[src/tvgbs_defines.svh]
/*
 * Timing and geometry constants for the display-fetch bus sequencer.
 * Assumes inclusion by bare name from the design files.
 */
`ifndef TVGBS_DEFINES_SVH
`define TVGBS_DEFINES_SVH

`define TVGBS_BUS_W 14
`define TVGBS_COLS 5'h14
`define TVGBS_ROWS 4'hc
`define TVGBS_LINES 5'h10
`define TVGBS_OBJS 4'h8
`define TVGBS_DESC_BASE 14'h0200
`define TVGBS_PAT_BASE 14'h3000
`define TVGBS_CODE_IDLE 3'h0
`define TVGBS_CODE_IVEC 3'h1
`define TVGBS_CODE_IND 3'h2
`define TVGBS_CODE_READ 3'h3
`define TVGBS_CODE_ALAT 3'h4
`define TVGBS_CODE_WSTB 3'h5
`define TVGBS_CODE_DWR 3'h6
`define TVGBS_CODE_IACK 3'h7

`endif

[src/tvgbs_pkg.sv]
/*
 * Types for the display-fetch bus sequencer.
 * Assumes nothing beyond a SystemVerilog compiler.
 */
package tvgbs_pkg;
    // Fetch sequencer phases
    typedef enum logic [2:0] {
        TVGBS_CPU, TVGBS_OBJ_ADR, TVGBS_OBJ_RD, TVGBS_DESC, TVGBS_PAT_ADR, TVGBS_PAT_RD
    } tvgbs_phase_e;
endpackage

[src/tvgbs_if.sv]
/*
 * Carrier between the sequencer and its processor code decoder.
 * Assumes one clock domain shared by both ends.
 */
`timescale 1ns/1ps
`default_nettype none
interface tvgbs_if;
    logic [2:0] code; // Synchronised processor control code
    logic cpu_mode; // Processor-controlled mode active
    logic fetch_req; // Decoded request for a char fetch strobe
    logic write_req; // Decoded write-strobe code
    logic read_req; // Decoded read code
    logic alat_req; // Decoded address-latch code
    modport seq (output code, output cpu_mode, input fetch_req, input write_req,
        input read_req, input alat_req);
    modport dec (input code, input cpu_mode, output fetch_req, output write_req,
        output read_req, output alat_req);
endinterface
`default_nettype wire

[src/tvgbs_decoder.sv]
/*
 * Decodes the processor three-wire control code.
 * Assumes the code is already synchronised to clk.
 */
`timescale 1ns/1ps
`include "tvgbs_defines.svh"
`default_nettype none
module tvgbs_decoder (
    tvgbs_if.dec bus
);
    // Codes matter only in processor mode
    always_comb begin
        bus.fetch_req = 1'b0;
        bus.write_req = 1'b0;
        bus.read_req = 1'b0;
        bus.alat_req = 1'b0;
        if (bus.cpu_mode) begin
            bus.fetch_req = (bus.code == `TVGBS_CODE_ALAT) || (bus.code == `TVGBS_CODE_IND)
                || (bus.code == `TVGBS_CODE_DWR);
            bus.write_req = (bus.code == `TVGBS_CODE_WSTB);
            bus.read_req = (bus.code == `TVGBS_CODE_READ);
            bus.alat_req = (bus.code == `TVGBS_CODE_ALAT);
        end
    end
endmodule
`default_nettype wire

[src/tvgbs_sequencer.sv]
/*
 * Display-fetch sequencer of a TV display interface: frame and row
 * strobes, graphics memory control bus, shared 14-bit bus.
 * Assumes frame_start_i and cpu code pins are asynchronous pins,
 * synchronised here; the bus is resolved outside from bus_oe_o.
 */
// Summary of operation
// - Eight positioned objects, sixteen colours, concurrent
// - Background twelve rows by twenty columns
// - Descriptors: 240 words of 14 bits
// - One shared bidirectional 14-bit bus
// - Frame handoff strobe once per frame
// - Row fetch thirteen or fourteen per frame
// - Row fetch low on first line of row
// - Char fetch pulse per character position
// - Remaining fifteen lines use char fetch alone
// - Char fetch on latch, indirect, data-write codes
// - Address strobe only with valid pattern address; a latch code at frame start strobes in the first fetch cycle, bus released
// - Write strobe writes latched address
// - Graphics bus fetches, else serves processor
// - Codes honoured only in processor mode
`timescale 1ns/1ps
`include "tvgbs_defines.svh"
`default_nettype none
module tvgbs_sequencer #(
    parameter int OBJS = `TVGBS_OBJS,
    parameter logic [4:0] COLS = `TVGBS_COLS,
    parameter logic [3:0] ROWS = `TVGBS_ROWS,
    parameter logic [4:0] LINES = `TVGBS_LINES
) (
    input wire logic clk_i,
    input wire logic srst_i,
    input wire logic frame_start_i, // Frame begin pin, async
    input wire logic row_extra_i, // Picture offset: one more row
    input wire logic cpu_bus_direction_i,
    input wire logic cpu_ctl_line_one_i,
    input wire logic cpu_ctl_line_two_i,
    input wire logic [`TVGBS_BUS_W-1:0] bus_in_i,
    output logic [`TVGBS_BUS_W-1:0] bus_out_o,
    output logic bus_oe_o,
    output logic frame_handoff_strobe_o,
    output logic row_fetch_request_n_o,
    output logic char_fetch_strobe_o,
    output logic gfx_addr_strobe_o,
    output logic gfx_read_strobe_n_o,
    output logic gfx_write_strobe_n_o,
    output logic [7:0] pattern_o, // Last fetched pattern byte
    output logic pattern_valid_o
);
    // Whole state of the block
    typedef struct packed {
        logic [1:0] fs_sync; // Frame pin synchroniser
        logic [5:0] code_sync; // Code pin synchroniser, two stages
        logic fs_last; // Previous synchronised frame level
        tvgbs_pkg::tvgbs_phase_e phase;
        logic [3:0] obj; // Object index
        logic [3:0] row; // Background row
        logic [4:0] line; // Line within row
        logic [4:0] col; // Column within row
        logic [2:0] code_prev; // Synchronised code one cycle older
        logic fetch_rd; // Fetch read strobe stands this cycle
        logic [13:0] bus_out;
        logic bus_oe;
        logic handoff;
        logic row_req_n;
        logic char_fetch;
        logic addr_stb;
        logic rd_n;
        logic wr_n;
        logic [7:0] pattern;
        logic pat_valid;
    } tvgbs_state_s;

    tvgbs_state_s st_r, st_nxt;
    tvgbs_if dif ();
    logic frame_rise;
    logic [3:0] rows_total;

    // Pins are synchronised bit by bit; a code counts once two cycles agree
    assign dif.code = (st_r.code_sync[5:3] == st_r.code_prev) ? st_r.code_sync[5:3]
        : `TVGBS_CODE_IDLE;
    assign dif.cpu_mode = (st_r.phase == tvgbs_pkg::TVGBS_CPU);
    tvgbs_decoder u_dec (.bus(dif));

    assign frame_rise = st_r.fs_sync[1] & ~st_r.fs_last;
    assign rows_total = row_extra_i ? (ROWS + 4'h2) : (ROWS + 4'h1);

    // Next-state logic
    always_comb begin
        st_nxt = st_r;
        st_nxt.fs_sync = {st_r.fs_sync[0], frame_start_i};
        st_nxt.fs_last = st_r.fs_sync[1];
        st_nxt.code_sync = {st_r.code_sync[2:0], cpu_bus_direction_i,
            cpu_ctl_line_one_i, cpu_ctl_line_two_i};
        st_nxt.code_prev = st_r.code_sync[5:3];
        // Pulse outputs default inactive, bus released
        st_nxt.handoff = 1'b0;
        st_nxt.row_req_n = 1'b1;
        st_nxt.char_fetch = 1'b0;
        st_nxt.addr_stb = 1'b0;
        st_nxt.rd_n = 1'b1;
        st_nxt.wr_n = 1'b1;
        st_nxt.bus_oe = 1'b0;
        st_nxt.pat_valid = 1'b0;
        st_nxt.fetch_rd = 1'b0;
        // Take the pattern byte while the fetch read strobe stands
        if (st_r.fetch_rd) begin
            st_nxt.pattern = bus_in_i[7:0];
            st_nxt.pat_valid = 1'b1;
        end
        unique case (st_r.phase)
            tvgbs_pkg::TVGBS_CPU: begin
                // Processor owns the graphics bus
                st_nxt.char_fetch = dif.fetch_req;
                st_nxt.addr_stb = dif.alat_req;
                st_nxt.rd_n = ~dif.read_req;
                st_nxt.wr_n = ~dif.write_req;
                if (frame_rise) begin
                    st_nxt.phase = tvgbs_pkg::TVGBS_OBJ_ADR;
                    st_nxt.obj = 4'h0;
                    st_nxt.row = 4'h0;
                    st_nxt.line = 5'h0;
                    st_nxt.col = 5'h0;
                end
            end
            tvgbs_pkg::TVGBS_OBJ_ADR: begin
                // Present object pattern address
                st_nxt.bus_out = `TVGBS_PAT_BASE + {10'h0, st_r.obj};
                st_nxt.bus_oe = 1'b1;
                st_nxt.addr_stb = 1'b1;
                st_nxt.phase = tvgbs_pkg::TVGBS_OBJ_RD;
            end
            tvgbs_pkg::TVGBS_OBJ_RD: begin
                st_nxt.rd_n = 1'b0;
                st_nxt.fetch_rd = 1'b1;
                if (st_r.obj == 4'(OBJS - 1)) begin
                    st_nxt.phase = tvgbs_pkg::TVGBS_DESC;
                end else begin
                    st_nxt.obj = st_r.obj + 4'h1;
                    st_nxt.phase = tvgbs_pkg::TVGBS_OBJ_ADR;
                end
            end
            tvgbs_pkg::TVGBS_DESC: begin
                // Descriptor read: row strobe only on first line
                st_nxt.char_fetch = 1'b1;
                st_nxt.row_req_n = ~((st_r.line == 5'h0) && (st_r.col == 5'h0));
                st_nxt.phase = tvgbs_pkg::TVGBS_PAT_ADR;
            end
            tvgbs_pkg::TVGBS_PAT_ADR: begin
                // Descriptor stands on the bus under the char fetch strobe
                st_nxt.bus_out = {bus_in_i[13:3], st_r.line[2:0]};
                st_nxt.bus_oe = 1'b1;
                st_nxt.addr_stb = 1'b1;
                st_nxt.phase = tvgbs_pkg::TVGBS_PAT_RD;
            end
            tvgbs_pkg::TVGBS_PAT_RD: begin
                st_nxt.rd_n = 1'b0;
                st_nxt.fetch_rd = 1'b1;
                st_nxt.phase = tvgbs_pkg::TVGBS_DESC;
                if (st_r.col != COLS - 5'h1) begin
                    st_nxt.col = st_r.col + 5'h1;
                end else begin
                    st_nxt.col = 5'h0;
                    if (st_r.line != LINES - 5'h1) begin
                        st_nxt.line = st_r.line + 5'h1;
                    end else begin
                        st_nxt.line = 5'h0;
                        if (st_r.row == rows_total - 4'h1) begin
                            st_nxt.phase = tvgbs_pkg::TVGBS_CPU;
                            st_nxt.handoff = 1'b1;
                        end else begin
                            st_nxt.row = st_r.row + 4'h1;
                        end
                    end
                end
            end
        endcase
    end

    // State register
    always_ff @(posedge clk_i) begin
        if (srst_i) begin
            st_r <= '0;
            st_r.phase <= tvgbs_pkg::TVGBS_CPU;
            st_r.row_req_n <= 1'b1;
            st_r.rd_n <= 1'b1;
            st_r.wr_n <= 1'b1;
        end else begin
            st_r <= st_nxt;
        end
    end

    assign bus_out_o = st_r.bus_out;
    assign bus_oe_o = st_r.bus_oe;
    assign frame_handoff_strobe_o = st_r.handoff;
    assign row_fetch_request_n_o = st_r.row_req_n;
    assign char_fetch_strobe_o = st_r.char_fetch;
    assign gfx_addr_strobe_o = st_r.addr_stb;
    assign gfx_read_strobe_n_o = st_r.rd_n;
    assign gfx_write_strobe_n_o = st_r.wr_n;
    assign pattern_o = st_r.pattern;
    assign pattern_valid_o = st_r.pat_valid;

    // Assertions
    // Strobes decided in processor mode may still show in the first fetch cycle
    a_strobe_with_bus: assert property (@(posedge clk_i) disable iff (srst_i)
        gfx_addr_strobe_o && !$past(dif.cpu_mode) |-> bus_oe_o)
        else $error("strobe without address");
    a_bus_release: assert property (@(posedge clk_i) disable iff (srst_i)
        dif.cpu_mode |=> !bus_oe_o) else $error("bus not released");
    a_ignore_codes: assert property (@(posedge clk_i) disable iff (srst_i)
        !dif.cpu_mode && st_r.phase != tvgbs_pkg::TVGBS_PAT_RD |=> gfx_write_strobe_n_o)
        else $error("code honoured in fetch");
    a_fetch_code: assert property (@(posedge clk_i) disable iff (srst_i)
        dif.cpu_mode && dif.code == `TVGBS_CODE_DWR && !frame_rise |=> char_fetch_strobe_o)
        else $error("no fetch on data write");
    a_row_with_char: assert property (@(posedge clk_i) disable iff (srst_i)
        !row_fetch_request_n_o |-> char_fetch_strobe_o) else $error("row strobe alone");
    a_handoff_mode: assert property (@(posedge clk_i) disable iff (srst_i)
        frame_handoff_strobe_o |-> dif.cpu_mode ##1 !frame_handoff_strobe_o)
        else $error("handoff not single");
    a_row_first_line: assert property (@(posedge clk_i) disable iff (srst_i)
        !row_fetch_request_n_o |-> $past(st_r.line) == 5'h0) else $error("row strobe late");
    a_write_code: assert property (@(posedge clk_i) disable iff (srst_i)
        dif.cpu_mode && dif.code == `TVGBS_CODE_WSTB && !frame_rise |=> !gfx_write_strobe_n_o)
        else $error("write strobe missed");
endmodule
`default_nettype wire
[config.mk]
export PLATFORM = sky130hd
export DESIGN_NAME = tvgbs_sequencer
export DESIGN_NICKNAME = d
export VERILOG_FILES = /design/src/tvgbs_pkg.sv /design/src/tvgbs_if.sv /design/src/tvgbs_decoder.sv /design/src/tvgbs_sequencer.sv
export VERILOG_INCLUDE_DIRS = /design/src /design/src/src
export SDC_FILE = /design/constraint.sdc
export NUM_CORES = 1
export LEC_CHECK = 0
export BUFFER_PORTS_ARGS = -buffer_cell sky130_fd_sc_hd__clkbuf_2
export CORE_MARGIN = 1.5
export CORE_UTILIZATION = 50
export CTS_CLUSTER_SIZE = 25
export DETAILED_ROUTE_END_ITERATION = 16
export GPL_ROUTABILITY_DRIVEN = 0
export PLACE_DENSITY = 0.73
export SYNTH_ARGS = -nofsm -noshare
export SYNTH_HDL_FRONTEND = slang
export SYNTH_SLANG_ARGS = --single-unit
[constraint.sdc]
create_clock -name clk_i -period 1.6 [get_ports clk_i]
set_clock_uncertainty 0.05 [all_clocks]
set_input_delay 0.48 -clock clk_i [delete_from_list [all_inputs] [get_ports clk_i]]
set_output_delay 0.48 -clock clk_i [all_outputs]
set_load 0.005 [all_outputs]
==> impl_metrics.toml, run 1 <==
[outcome]
status = "complete, but fails checks"
failed_checks = "setup timing"

[synthesis]
yosys_most_used_dff = "dfxtp_1"
postSynthAreaPerCell_um2 = 9.24
syn-instance-count = 307
synth_compound_area_share_pct = 14.6
synth_cell_type_count = 50
syn_area_um2 = 2840
yosysSeqAreaShare_pct = 45.2
synth_mux_area_share_pct = 4.23
yosys_register_bits = 64
yosysWarnings = 0
synth_fa_ha_area_share_pct = 2.65
synth_enable_flop_cells = 0
synth-simple-area-share_pct = 23.0
synth_top_family_by_area = "simple AND/OR/NAND/NOR gates"
synthArstFlopShare_pct = 0
synth_xor_area_share_pct = 1.24
syn-num-nets = 334

[sta]
slew_headroom_pct = 64.9
drv_slew = 0
fin_crit_sh_pct = 104
min_period_ns = 1.67
rsz0062_at_grt = "true"
setup_slack_ns = -0.0716
finalSetupViolations = 10
tightest_slew_ns = 0.526
hold_viol = 0
fmax_ghz = 0.598
fin_setup_tns_ns = -0.276

[setup_path]
r2r_start = "st_r[55]"
crit_path_start = "st_r[55]"
cp_slowest_cell = "or4b_4"
max_stage_delay_ns = 0.56
crit_arrival_ns = 1.83
cp_data_required_time_ns = 1.76
end_kind = "register"
worstPathMaxFanout = 4
path_class = "reg2reg"
start_kind = "register"
path_cells = "or4b_4 -> a221oi_4 -> buf_4 -> a41oi_1"

[worst_hold_path]
hp-start = "frame_start_i"
worstHoldPathType = "in2reg"

[cts]
insertion_delay_ns = 0.34
cts-hold-fix-buffers = 0
clockBufferDepth = 2
clkTransAtPathRegs_ns = 0.07
ctsRootBufferMaster = "clkbuf_8"
numCtsBuffers = 9
cts_tree = "built"
cts_num_sinks = 64
h-tree-depth = 3

[floorplan]
initial_core_util_pct = 51.5
num_rows = 27
coreArea_um2 = 5510
design.die.area_um2 = 6130
die_height_um = 78.3
die_w_um = 78.3
pin_count = 51

[route]
routed-wl-met3_um = 288
top_layer = "met4"
dr.pass1.iters = 4
vias = 2357
viasPerCell = 5.26
met2_length_mm = 3.01
wl_met1_mm = 2.69
final_antenna_net_count = 0
dr.first_iter.drc_count = 70
drc = 0
wirelength_mm = 6.10
wl_per_cell_um = 13.6

[grt]
antenna_found_initial = 0
grt_max_degree = 19
grt_pass1_vias = 2239
grt_overflow = 0
track_usage_pct = 21.4
grt_pass1_wl_mm = 10.1

[final_layout]
areaGrowthSynthToFinish_pct = 26.2
final_cells = 448
final_nets = 398
finish.instance_area_um2 = 3580
drive_above_1_share_pct = 37.0
diodes = 0

[power]
p_per_area_nw_per_um2 = 920
peakVddDrop_v = 0.000603
p_leak_nw = 1.43
fin_total_pwr_mw = 3.29

[placed_design]
place_area_um2 = 3250
port_buffers = 50
placed_cells = 431
hpwlAfterDp_mm = 4.38

[job]
maxCapViolCount = 0
## placed cells by master, fill, tap and decap left out, types with 2 or more instances in the layout
| master | synthesis | layout |
|---|---|---|
| or3_1 | 3 | 3 |
| o211ai_1 | 2 | 2 |
| dfxtp_1 | 64 | 55 |
| nor3b_2 | 2 | 2 |
| a21boi_0 | 2 | 2 |
| nand2_1 | 25 | 24 |
| a21oi_1 | 18 | 17 |
| nor2_1 | 31 | 29 |
| dfxtp_2 | 0 | 9 |
| nand4_1 | 3 | 3 |
| a221oi_1 | 2 | 2 |
| o21ai_0 | 7 | 5 |
| nor3_1 | 5 | 5 |
| mux2i_1 | 12 | 12 |
| nand2b_1 | 6 | 6 |
| inv_1 | 6 | 6 |
| o22ai_1 | 2 | 2 |
| and3b_1 | 2 | 2 |
| buf_6 | 1 | 2 |
| nand4b_1 | 2 | 2 |
| a31oi_1 | 2 | 2 |
| a21o_1 | 3 | 2 |
| nand3_1 | 6 | 6 |
| clkbuf_2 | 0 | 50 |
| xor2_1 | 3 | 3 |
| or4_1 | 2 | 2 |
| nor2_2 | 1 | 2 |
| clkbuf_8 | 0 | 12 |
| ha_4 | 0 | 2 |
| or2_2 | 2 | 2 |
| ha_1 | 6 | 4 |
| a22oi_2 | 0 | 2 |
| a22oi_1 | 14 | 12 |
| buf_4 | 22 | 38 |
| nand3b_1 | 3 | 3 |
| nor2b_1 | 16 | 16 |
## synth_stat cells, types with 3 or more instances
cell type | number | area, um^2
mux2i_1 | 12 | 120
nand3_1 | 6 | 30.0
xor2_1 | 3 | 26.3
o21ai_0 | 7 | 35.0
buf_4 | 22 | 165
clkbuf_1 | 6 | 22.5
a21oi_1 | 18 | 90.1
nor2_1 | 31 | 116
dfxtp_1 | 64 | 1280
a22oi_1 | 14 | 105
nand3b_1 | 3 | 22.5
buf_2 | 6 | 30.0
inv_1 | 6 | 22.5
nand4_1 | 3 | 18.8
nor3_1 | 5 | 25.0
nand2_1 | 25 | 93.8
nor2b_1 | 16 | 100
nand2b_1 | 6 | 37.5
a21o_1 | 3 | 22.5
ha_1 | 6 | 75.1
or3_1 | 3 | 18.8
## cell type report
cell class | count | area (um^2)
Fill cell | 455 | 1930
Timing Repair Buffer | 90 | 558
Multi-Input combinational cell | 200 | 1400
Inverter | 6 | 22.5
Sequential cell | 64 | 1290
Clock inverter | 4 | 51.3
Tap cell | 72 | 90.1
Clock buffer | 12 | 165
## per-stage QoR
stage | setup WS (ns) | util [%] | hold WS [ns]
after floorplan | -0.0307 | - | 0.332
after global placement | -0.0936 | 59.0 | 0.344
after detailed placement | -0.111 | 59.0 | 0.348
after CTS | -0.0738 | 63.9 | 0.285
after global routing | -0.108 | 65.0 | 0.281
final | -0.0716 | 65.0 | 0.293
## flip-flops by register name (all words and copies together) (netlist names), 8 cells and up
register	flops
pattern_o	8
st_r	26
bus_out_o	14
st_nxt	8
## cell families after synthesis
family,count (synthesis)
compound gates,60
xor+xnor,4
fa+ha+maj,6
buf+inv,43
flops,64
mux,12
simple gates,118
## worst max-delay path, delay by kind of cell, from the launching register on
family                 cells  cell delay [ns]
and+or+nand+nor            1             0.56
AOI/OAI and AO/OA          2             0.44
DFF                        1             0.32
buffers and inverters      1             0.17
## metal layers
layer  track usage [%]  up-vias
met5                 0        -
met4              9.11        0
met3              7.09       13
met2              35.8       54
met1              24.9     1108
li1                  -     1182
## power by group
part	total [mW]	switching, mW	internal (mW)
clock	1.48	0.631	0.847
combinational	0.187	0.0982	0.0893
sequential	1.63	0.0116	1.62
## worst paths after layout
check	cells past startpoint	endpoint	slack (ns)
worst max-delay path	4	st_r[43]	-0.07
worst min-delay path	2	st_nxt[63]	0.29
worst max register to register	4	st_r[43]	-0.07
worst min register to register	1	gfx_write_strobe_n_o	0.37
## what timing repair did
action | 4_1_cts | 5_1_grt
setup endpoints to repair | 11 | 16
pin swaps | 8 | 13
gates cloned | 0 | 0
resized for setup | 12 | 16
setup buffers | 0 | 1
Power figures use the tool's default switching activity.
==> run 2, diff against run 1 <==
Settings changed: BUFFER_PORTS_ARGS -buffer_cell sky130_fd_sc_hd__clkbuf_2 to not set, DONT_BUFFER_PORTS set to 1, PLACE_DENSITY 0.73 to 0.65, SYNTH_HIERARCHICAL set to 1.
==> run 2 against run 1 <==
- the run now ends clean
- sequential share of layout area increased by 1.7 points
- cell count decreased by 6.0%
- fmax increased by 5.0%
- clock-buffer cell count decreased by 1
- first-iteration DRC count increased by 17%
- register-to-register slack improved by 0.08 ns
- synthesized cell count increased by 9.1%
- die area increased by 6.5%
- worst hold slack got worse by 0.14 ns
- critical path type unchanged
- critical endpoint is now st_r[45]
- highest routed layer unchanged
==> impl_metrics.toml, run 2 <==
[synthesis]
synth_area_leaders = "dfxtp_1 (42%), buf_4 (5.7%), nor2_1 (3.7%)"
syn-instance-count = 335
yosys_most_used_dff = "dfxtp_1"
postSynthAreaPerCell_um2 = 9.04
yosys_register_bits = 64
syn_area_um2 = 3030
syn-num-nets = 362
yosysMostFrequentCell = "dfxtp_1"
yosysWarnings = 6
yosysSeqAreaShare_pct = 42.3
synth_enable_flop_cells = 0
ys_top_cells_by_count = "dfxtp_1 (64), nor2_1 (30), buf_4 (23)"
synth_cell_type_count = 49
synth.top_cell.area_share_pct = 42.3
yosys.area.top_type = "dfxtp_1"
synthArstFlopShare_pct = 0

[power]
p_sw_mw = 0.709
p_leak_nw = 1.29
p_per_area_nw_per_um2 = 874
pwr-share-clk_pct = 41.1
peakVddDrop_v = 0.000631
intPower_mw = 2.28
seq_power_share_pct = 54.8
p_sw_share_pct = 23.7
comb_power_share_pct = 4.1

[route]
wl_per_cell_um = 14.9
dr.pass1.iters = 4
final_antenna_net_count = 0
viasPerCell = 5.53
drc = 0
vias = 2330
dr.first_iter.drc_count = 82
wirelength_mm = 6.26

[sta]
drv_slew = 0
fmax_ghz = 0.628
finalSetupViolations = 0
rsz0062_at_grt = "true"
tightest_slew_ns = 0.465
hold_viol = 0
fin_crit_sh_pct = 99.5
min_period_ns = 1.59
fin_setup_tns_ns = 0
slew_headroom_pct = 69.0

[final_layout]
nFillCells = 532
diodes = 0
final_cells = 421
final_cell_mix = "dfxtp_1 (57), buf_4 (36), nor2_1 (28), a21oi_1 (19), nor2b_1 (15)"
top_register = "st_r"
drive_above_1_share_pct = 24.3
finish.instance_area_um2 = 3420
areaGrowthSynthToFinish_pct = 12.8
final_nets = 368
mostFrequentLayoutCell = "dfxtp_1"
largest_reg_flops = 26
fin_util_pct = 58.1

[floorplan]
design.die.area_um2 = 6530
coreArea_um2 = 5890
die_w_um = 80.8
die_height_um = 80.8
initial_core_util_pct = 51.5
num_rows = 28
pin_count = 51

[cts]
numCtsBuffers = 9
clockBufferDepth = 2
clkTransAtPathRegs_ns = 0.07
cts_num_sinks = 64
cts_tree = "built"
h-tree-depth = 3
insertion_delay_ns = 0.34
ctsRootBufferMaster = "clkbuf_8"

[worst_hold_path]
worstHoldPathType = "in2reg"

[grt]
grt_pass1_vias = 2228
track_usage_pct = 21.0
antenna_found_initial = 0
grt_overflow = 0
grt_max_degree = 64
grt_pass1_wl_mm = 10.3

[setup_path]
reg2reg_slack_ns = 0.008
path_class = "reg2reg"
crit_arrival_ns = 1.82
cp_data_required_time_ns = 1.82
start_kind = "register"
worstPathMaxFanout = 5
end_kind = "register"

[outcome]
status = "completed"

[placed_design]
port_buffers = 0
place_area_um2 = 3110
hpwlAfterDp_mm = 4.26
placed_cells = 401

[job]
maxCapViolCount = 0
run 2: worst paths after layout:
kind                   start         end  cells after the start
hold / removal        srst_i  st_nxt[63]                      1
hold reg to reg   st_nxt[63]  st_nxt[55]                      1
setup reg to reg    st_r[39]    st_r[45]                      5
setup / recovery    st_r[39]    st_r[45]                      5
run 2: power groups by stage:
stage	sequential (mW)	clock [mW]	combinational, mW
6_report	1.64	1.23	0.122
5_1_grt	1.64	1.32	0.136
4_1_cts	1.64	1.26	0.116
3_5_place_dp	1.68	0	0.114
3_3_place_gp	1.67	0	0.112
2_1_floorplan	1.67	0	0.123
run 2: cell families (layout without fill, tap and decap cells):
logic type | after synthesis | in the layout | share of synthesized area, %
buffers and inverters | 53 | 64 | 10.2
muxes | 11 | 11 | 3.64
AOI/OAI and AO/OA | 76 | 76 | 17.1
adders and majority gates | 6 | 6 | 2.48
xor gates and xnor gates | 5 | 5 | 1.45
and+or+nand+nor | 120 | 120 | 22.8
DFF | 64 | 64 | 42.3
run 2: repair_timing:
item	in CTS	in global routing
pin swaps	2	6
setup endpoints to repair	2	16
hold buffers	0	0
setup buffers	2	2
gates resized for setup	9	19
run 2: area by class of cell:
cell class	count	area [um^2]	share of cell area, %
Multi-Input combinational cell	218	1530	44.7
Clock buffer	11	141	4.14
Sequential cell	64	1290	37.8
Clock inverter	5	32.5	0.952
Inverter	10	37.5	1.10
Tap cell	75	93.8	2.75
Timing Repair Buffer	38	293	8.57
run 2: critical path: stages (launching register included):
cell      delay, ns
dfxtp_2        0.35
ha_4           0.13
and4b_2        0.28
o311ai_4       0.14
or4b_1         0.49
o21ai_1        0.08
run 2: layer usage:
layer	routed length, um	GRT usage (%)	vias to the layer above
met5	0	0	-
li1	-	-	1176
met1	2980	25.8	1099
met3	230	5.73	14
met2	2890	33.5	41
met4	161	10.7	0
run 2: metrics by stage:
step / power (mW) / hold slack (ns) / worst slack [ns]
after global routing: 3.09 / 0.138 / -0.0488
after global placement: 1.79 / 0.367 / 0.0252
final: 2.99 / 0.152 / 0.00763
after detailed placement: 1.79 / 0.375 / -0.0217
after floorplan: 1.79 / 0.364 / 0.0154
after CTS: 3.01 / 0.137 / 0.00330
==> run 3, diff against run 2 <==
Settings changed: RECOVER_POWER set to 25.
==> run 3 against run 2 <==
- clock-buffer cell count did not move
- global-route usage unchanged
- sequential share of layout area barely moved
- setup slack lost 0.0027 ns
- flip-flop and latch count is the same
- fmax is 0.17% lower
- cell count unchanged
- combinational power barely moved
- via count fell by 0.52%
- largest power group unchanged
- highest routed layer unchanged
==> impl_metrics.toml, run 3 (synthesis gave the netlist of run 2 again) <==
[outcome]
status = "completed"

[setup_path]
start_kind = "register"
worstPathMaxFanout = 5
cp_top_family = "simple AND/OR/NAND/NOR gates"
path_cells = "ha_4 -> and4b_2 -> o311ai_4 -> or4b_1 -> o21ai_1"
cp_data_required_time_ns = 1.82
end_kind = "register"
max_stage_delay_ns = 0.49
cp_slowest_cell = "or4b_1"
crit_arrival_ns = 1.82
path_class = "reg2reg"
worst-path-buf-inv = 0

[final_layout]
multiInputGateArea_um2 = 1530
drive_above_1_share_pct = 24.0
areaGrowthSynthToFinish_pct = 12.7
final_cell_mix = "dfxtp_1 (57), buf_4 (35), nor2_1 (28), a21oi_1 (19), nor2b_1 (15)"
fin_util_pct = 58.0
top_register = "st_r"
mostFrequentLayoutCell = "dfxtp_1"
ff_latch_area_um2 = 1290
diodes = 0
nFillCells = 534
largest_reg_flops = 26
final_nets = 368
finish.instance_area_um2 = 3410
final_cells = 421

[grt]
grt_overflow = 0
grt_max_degree = 64
grt_pass1_wl_mm = 10.3
grt_pass1_vias = 2228
antenna_found_initial = 0
track_usage_pct = 21.0

[job]
maxCapViolCount = 0

[route]
drc = 0
viasPerCell = 5.51
dr.first_iter.drc_count = 90
dr.pass1.iters = 4
wl_per_cell_um = 14.9
vias = 2318
wirelength_mm = 6.29
final_antenna_net_count = 0

[floorplan]
num_rows = 28
design.die.area_um2 = 6530
initial_core_util_pct = 51.5
die_height_um = 80.8
coreArea_um2 = 5890
pin_count = 51
die_w_um = 80.8

[placed_design]
place_area_um2 = 3110
pre_cts_ws_ns = -0.0217
port_buffers = 0
placed_cells = 401
hpwlAfterDp_mm = 4.26

[cts]
cts_tree = "built"
ctsRootBufferMaster = "clkbuf_8"
numCtsBuffers = 9
cts_num_sinks = 64
clockBufferDepth = 2
insertion_delay_ns = 0.34
clkTransAtPathRegs_ns = 0.07
h-tree-depth = 3

[sta]
finalSetupViolations = 0
drv_slew = 0
min_period_ns = 1.60
rsz0062_at_grt = "true"
slew_headroom_pct = 53.2
fin_setup_tns_ns = 0
hold_viol = 0
hold_ws_ns = 0.151
setup_slack_ns = 0.00491
fin_crit_sh_pct = 99.7
fmax_ghz = 0.627
tightest_slew_ns = 0.702

[worst_hold_path]
worstHoldPathType = "in2reg"

[power]
p_leak_nw = 1.28
p_per_area_nw_per_um2 = 875
fin_total_pwr_mw = 2.99
peakVddDrop_v = 0.000634
run 3: metal layers:
metal | vias to the layer above | share of wire, % | track usage (%)
met1 | 1084 | 48 | 25.8
met5 | - | 0 | 0
met4 | 0 | 2.4 | 10.7
met3 | 12 | 4.2 | 5.73
met2 | 50 | 46 | 33.5
li1 | 1172 | - | -
run 3: area by class of cell:
class	count	area share (%)
clock buffers	11	4.14
well taps	75	2.75
clock inverters	5	0.953
flip-flops and latches	64	37.9
repair buffers	38	8.46
multi-input cells	218	44.7
inverters	10	1.10
run 3: repair_timing:
| item | in CTS | in global routing |
|---|---|---|
| buffers inserted | 2 | 2 |
| gates resized for setup | 9 | 19 |
| setup endpoints to repair | 2 | 16 |
| hold buffers | 0 | 0 |
| pin swaps | 2 | 6 |
run 3: final timing paths:
kind                                   end  slack [ns]       start  depth (start not counted)
worst max-delay path              st_r[45]       0.005    st_r[39]                          5
worst min-delay path            st_nxt[63]        0.15      srst_i                          1
worst max register to register    st_r[45]       0.005    st_r[39]                          5
worst min register to register  st_nxt[55]        0.39  st_nxt[63]                          1
run 3: power breakdown:
| group | switching, mW | internal [mW] | total, mW | leakage [nW] |
|---|---|---|---|---|
| clock network | 0.631 | 0.598 | 1.23 | 0.0813 |
| logic | 0.0605 | 0.0615 | 0.122 | 0.679 |
| registers | 0.0204 | 1.62 | 1.64 | 0.522 |
run 3: worst register-to-register path, delay by kind of cell (launching register included):
family | cells | cell delay [ns]
flops | 1 | 0.35
compound gates | 2 | 0.22
fa+ha+maj | 1 | 0.13
simple gates | 2 | 0.77
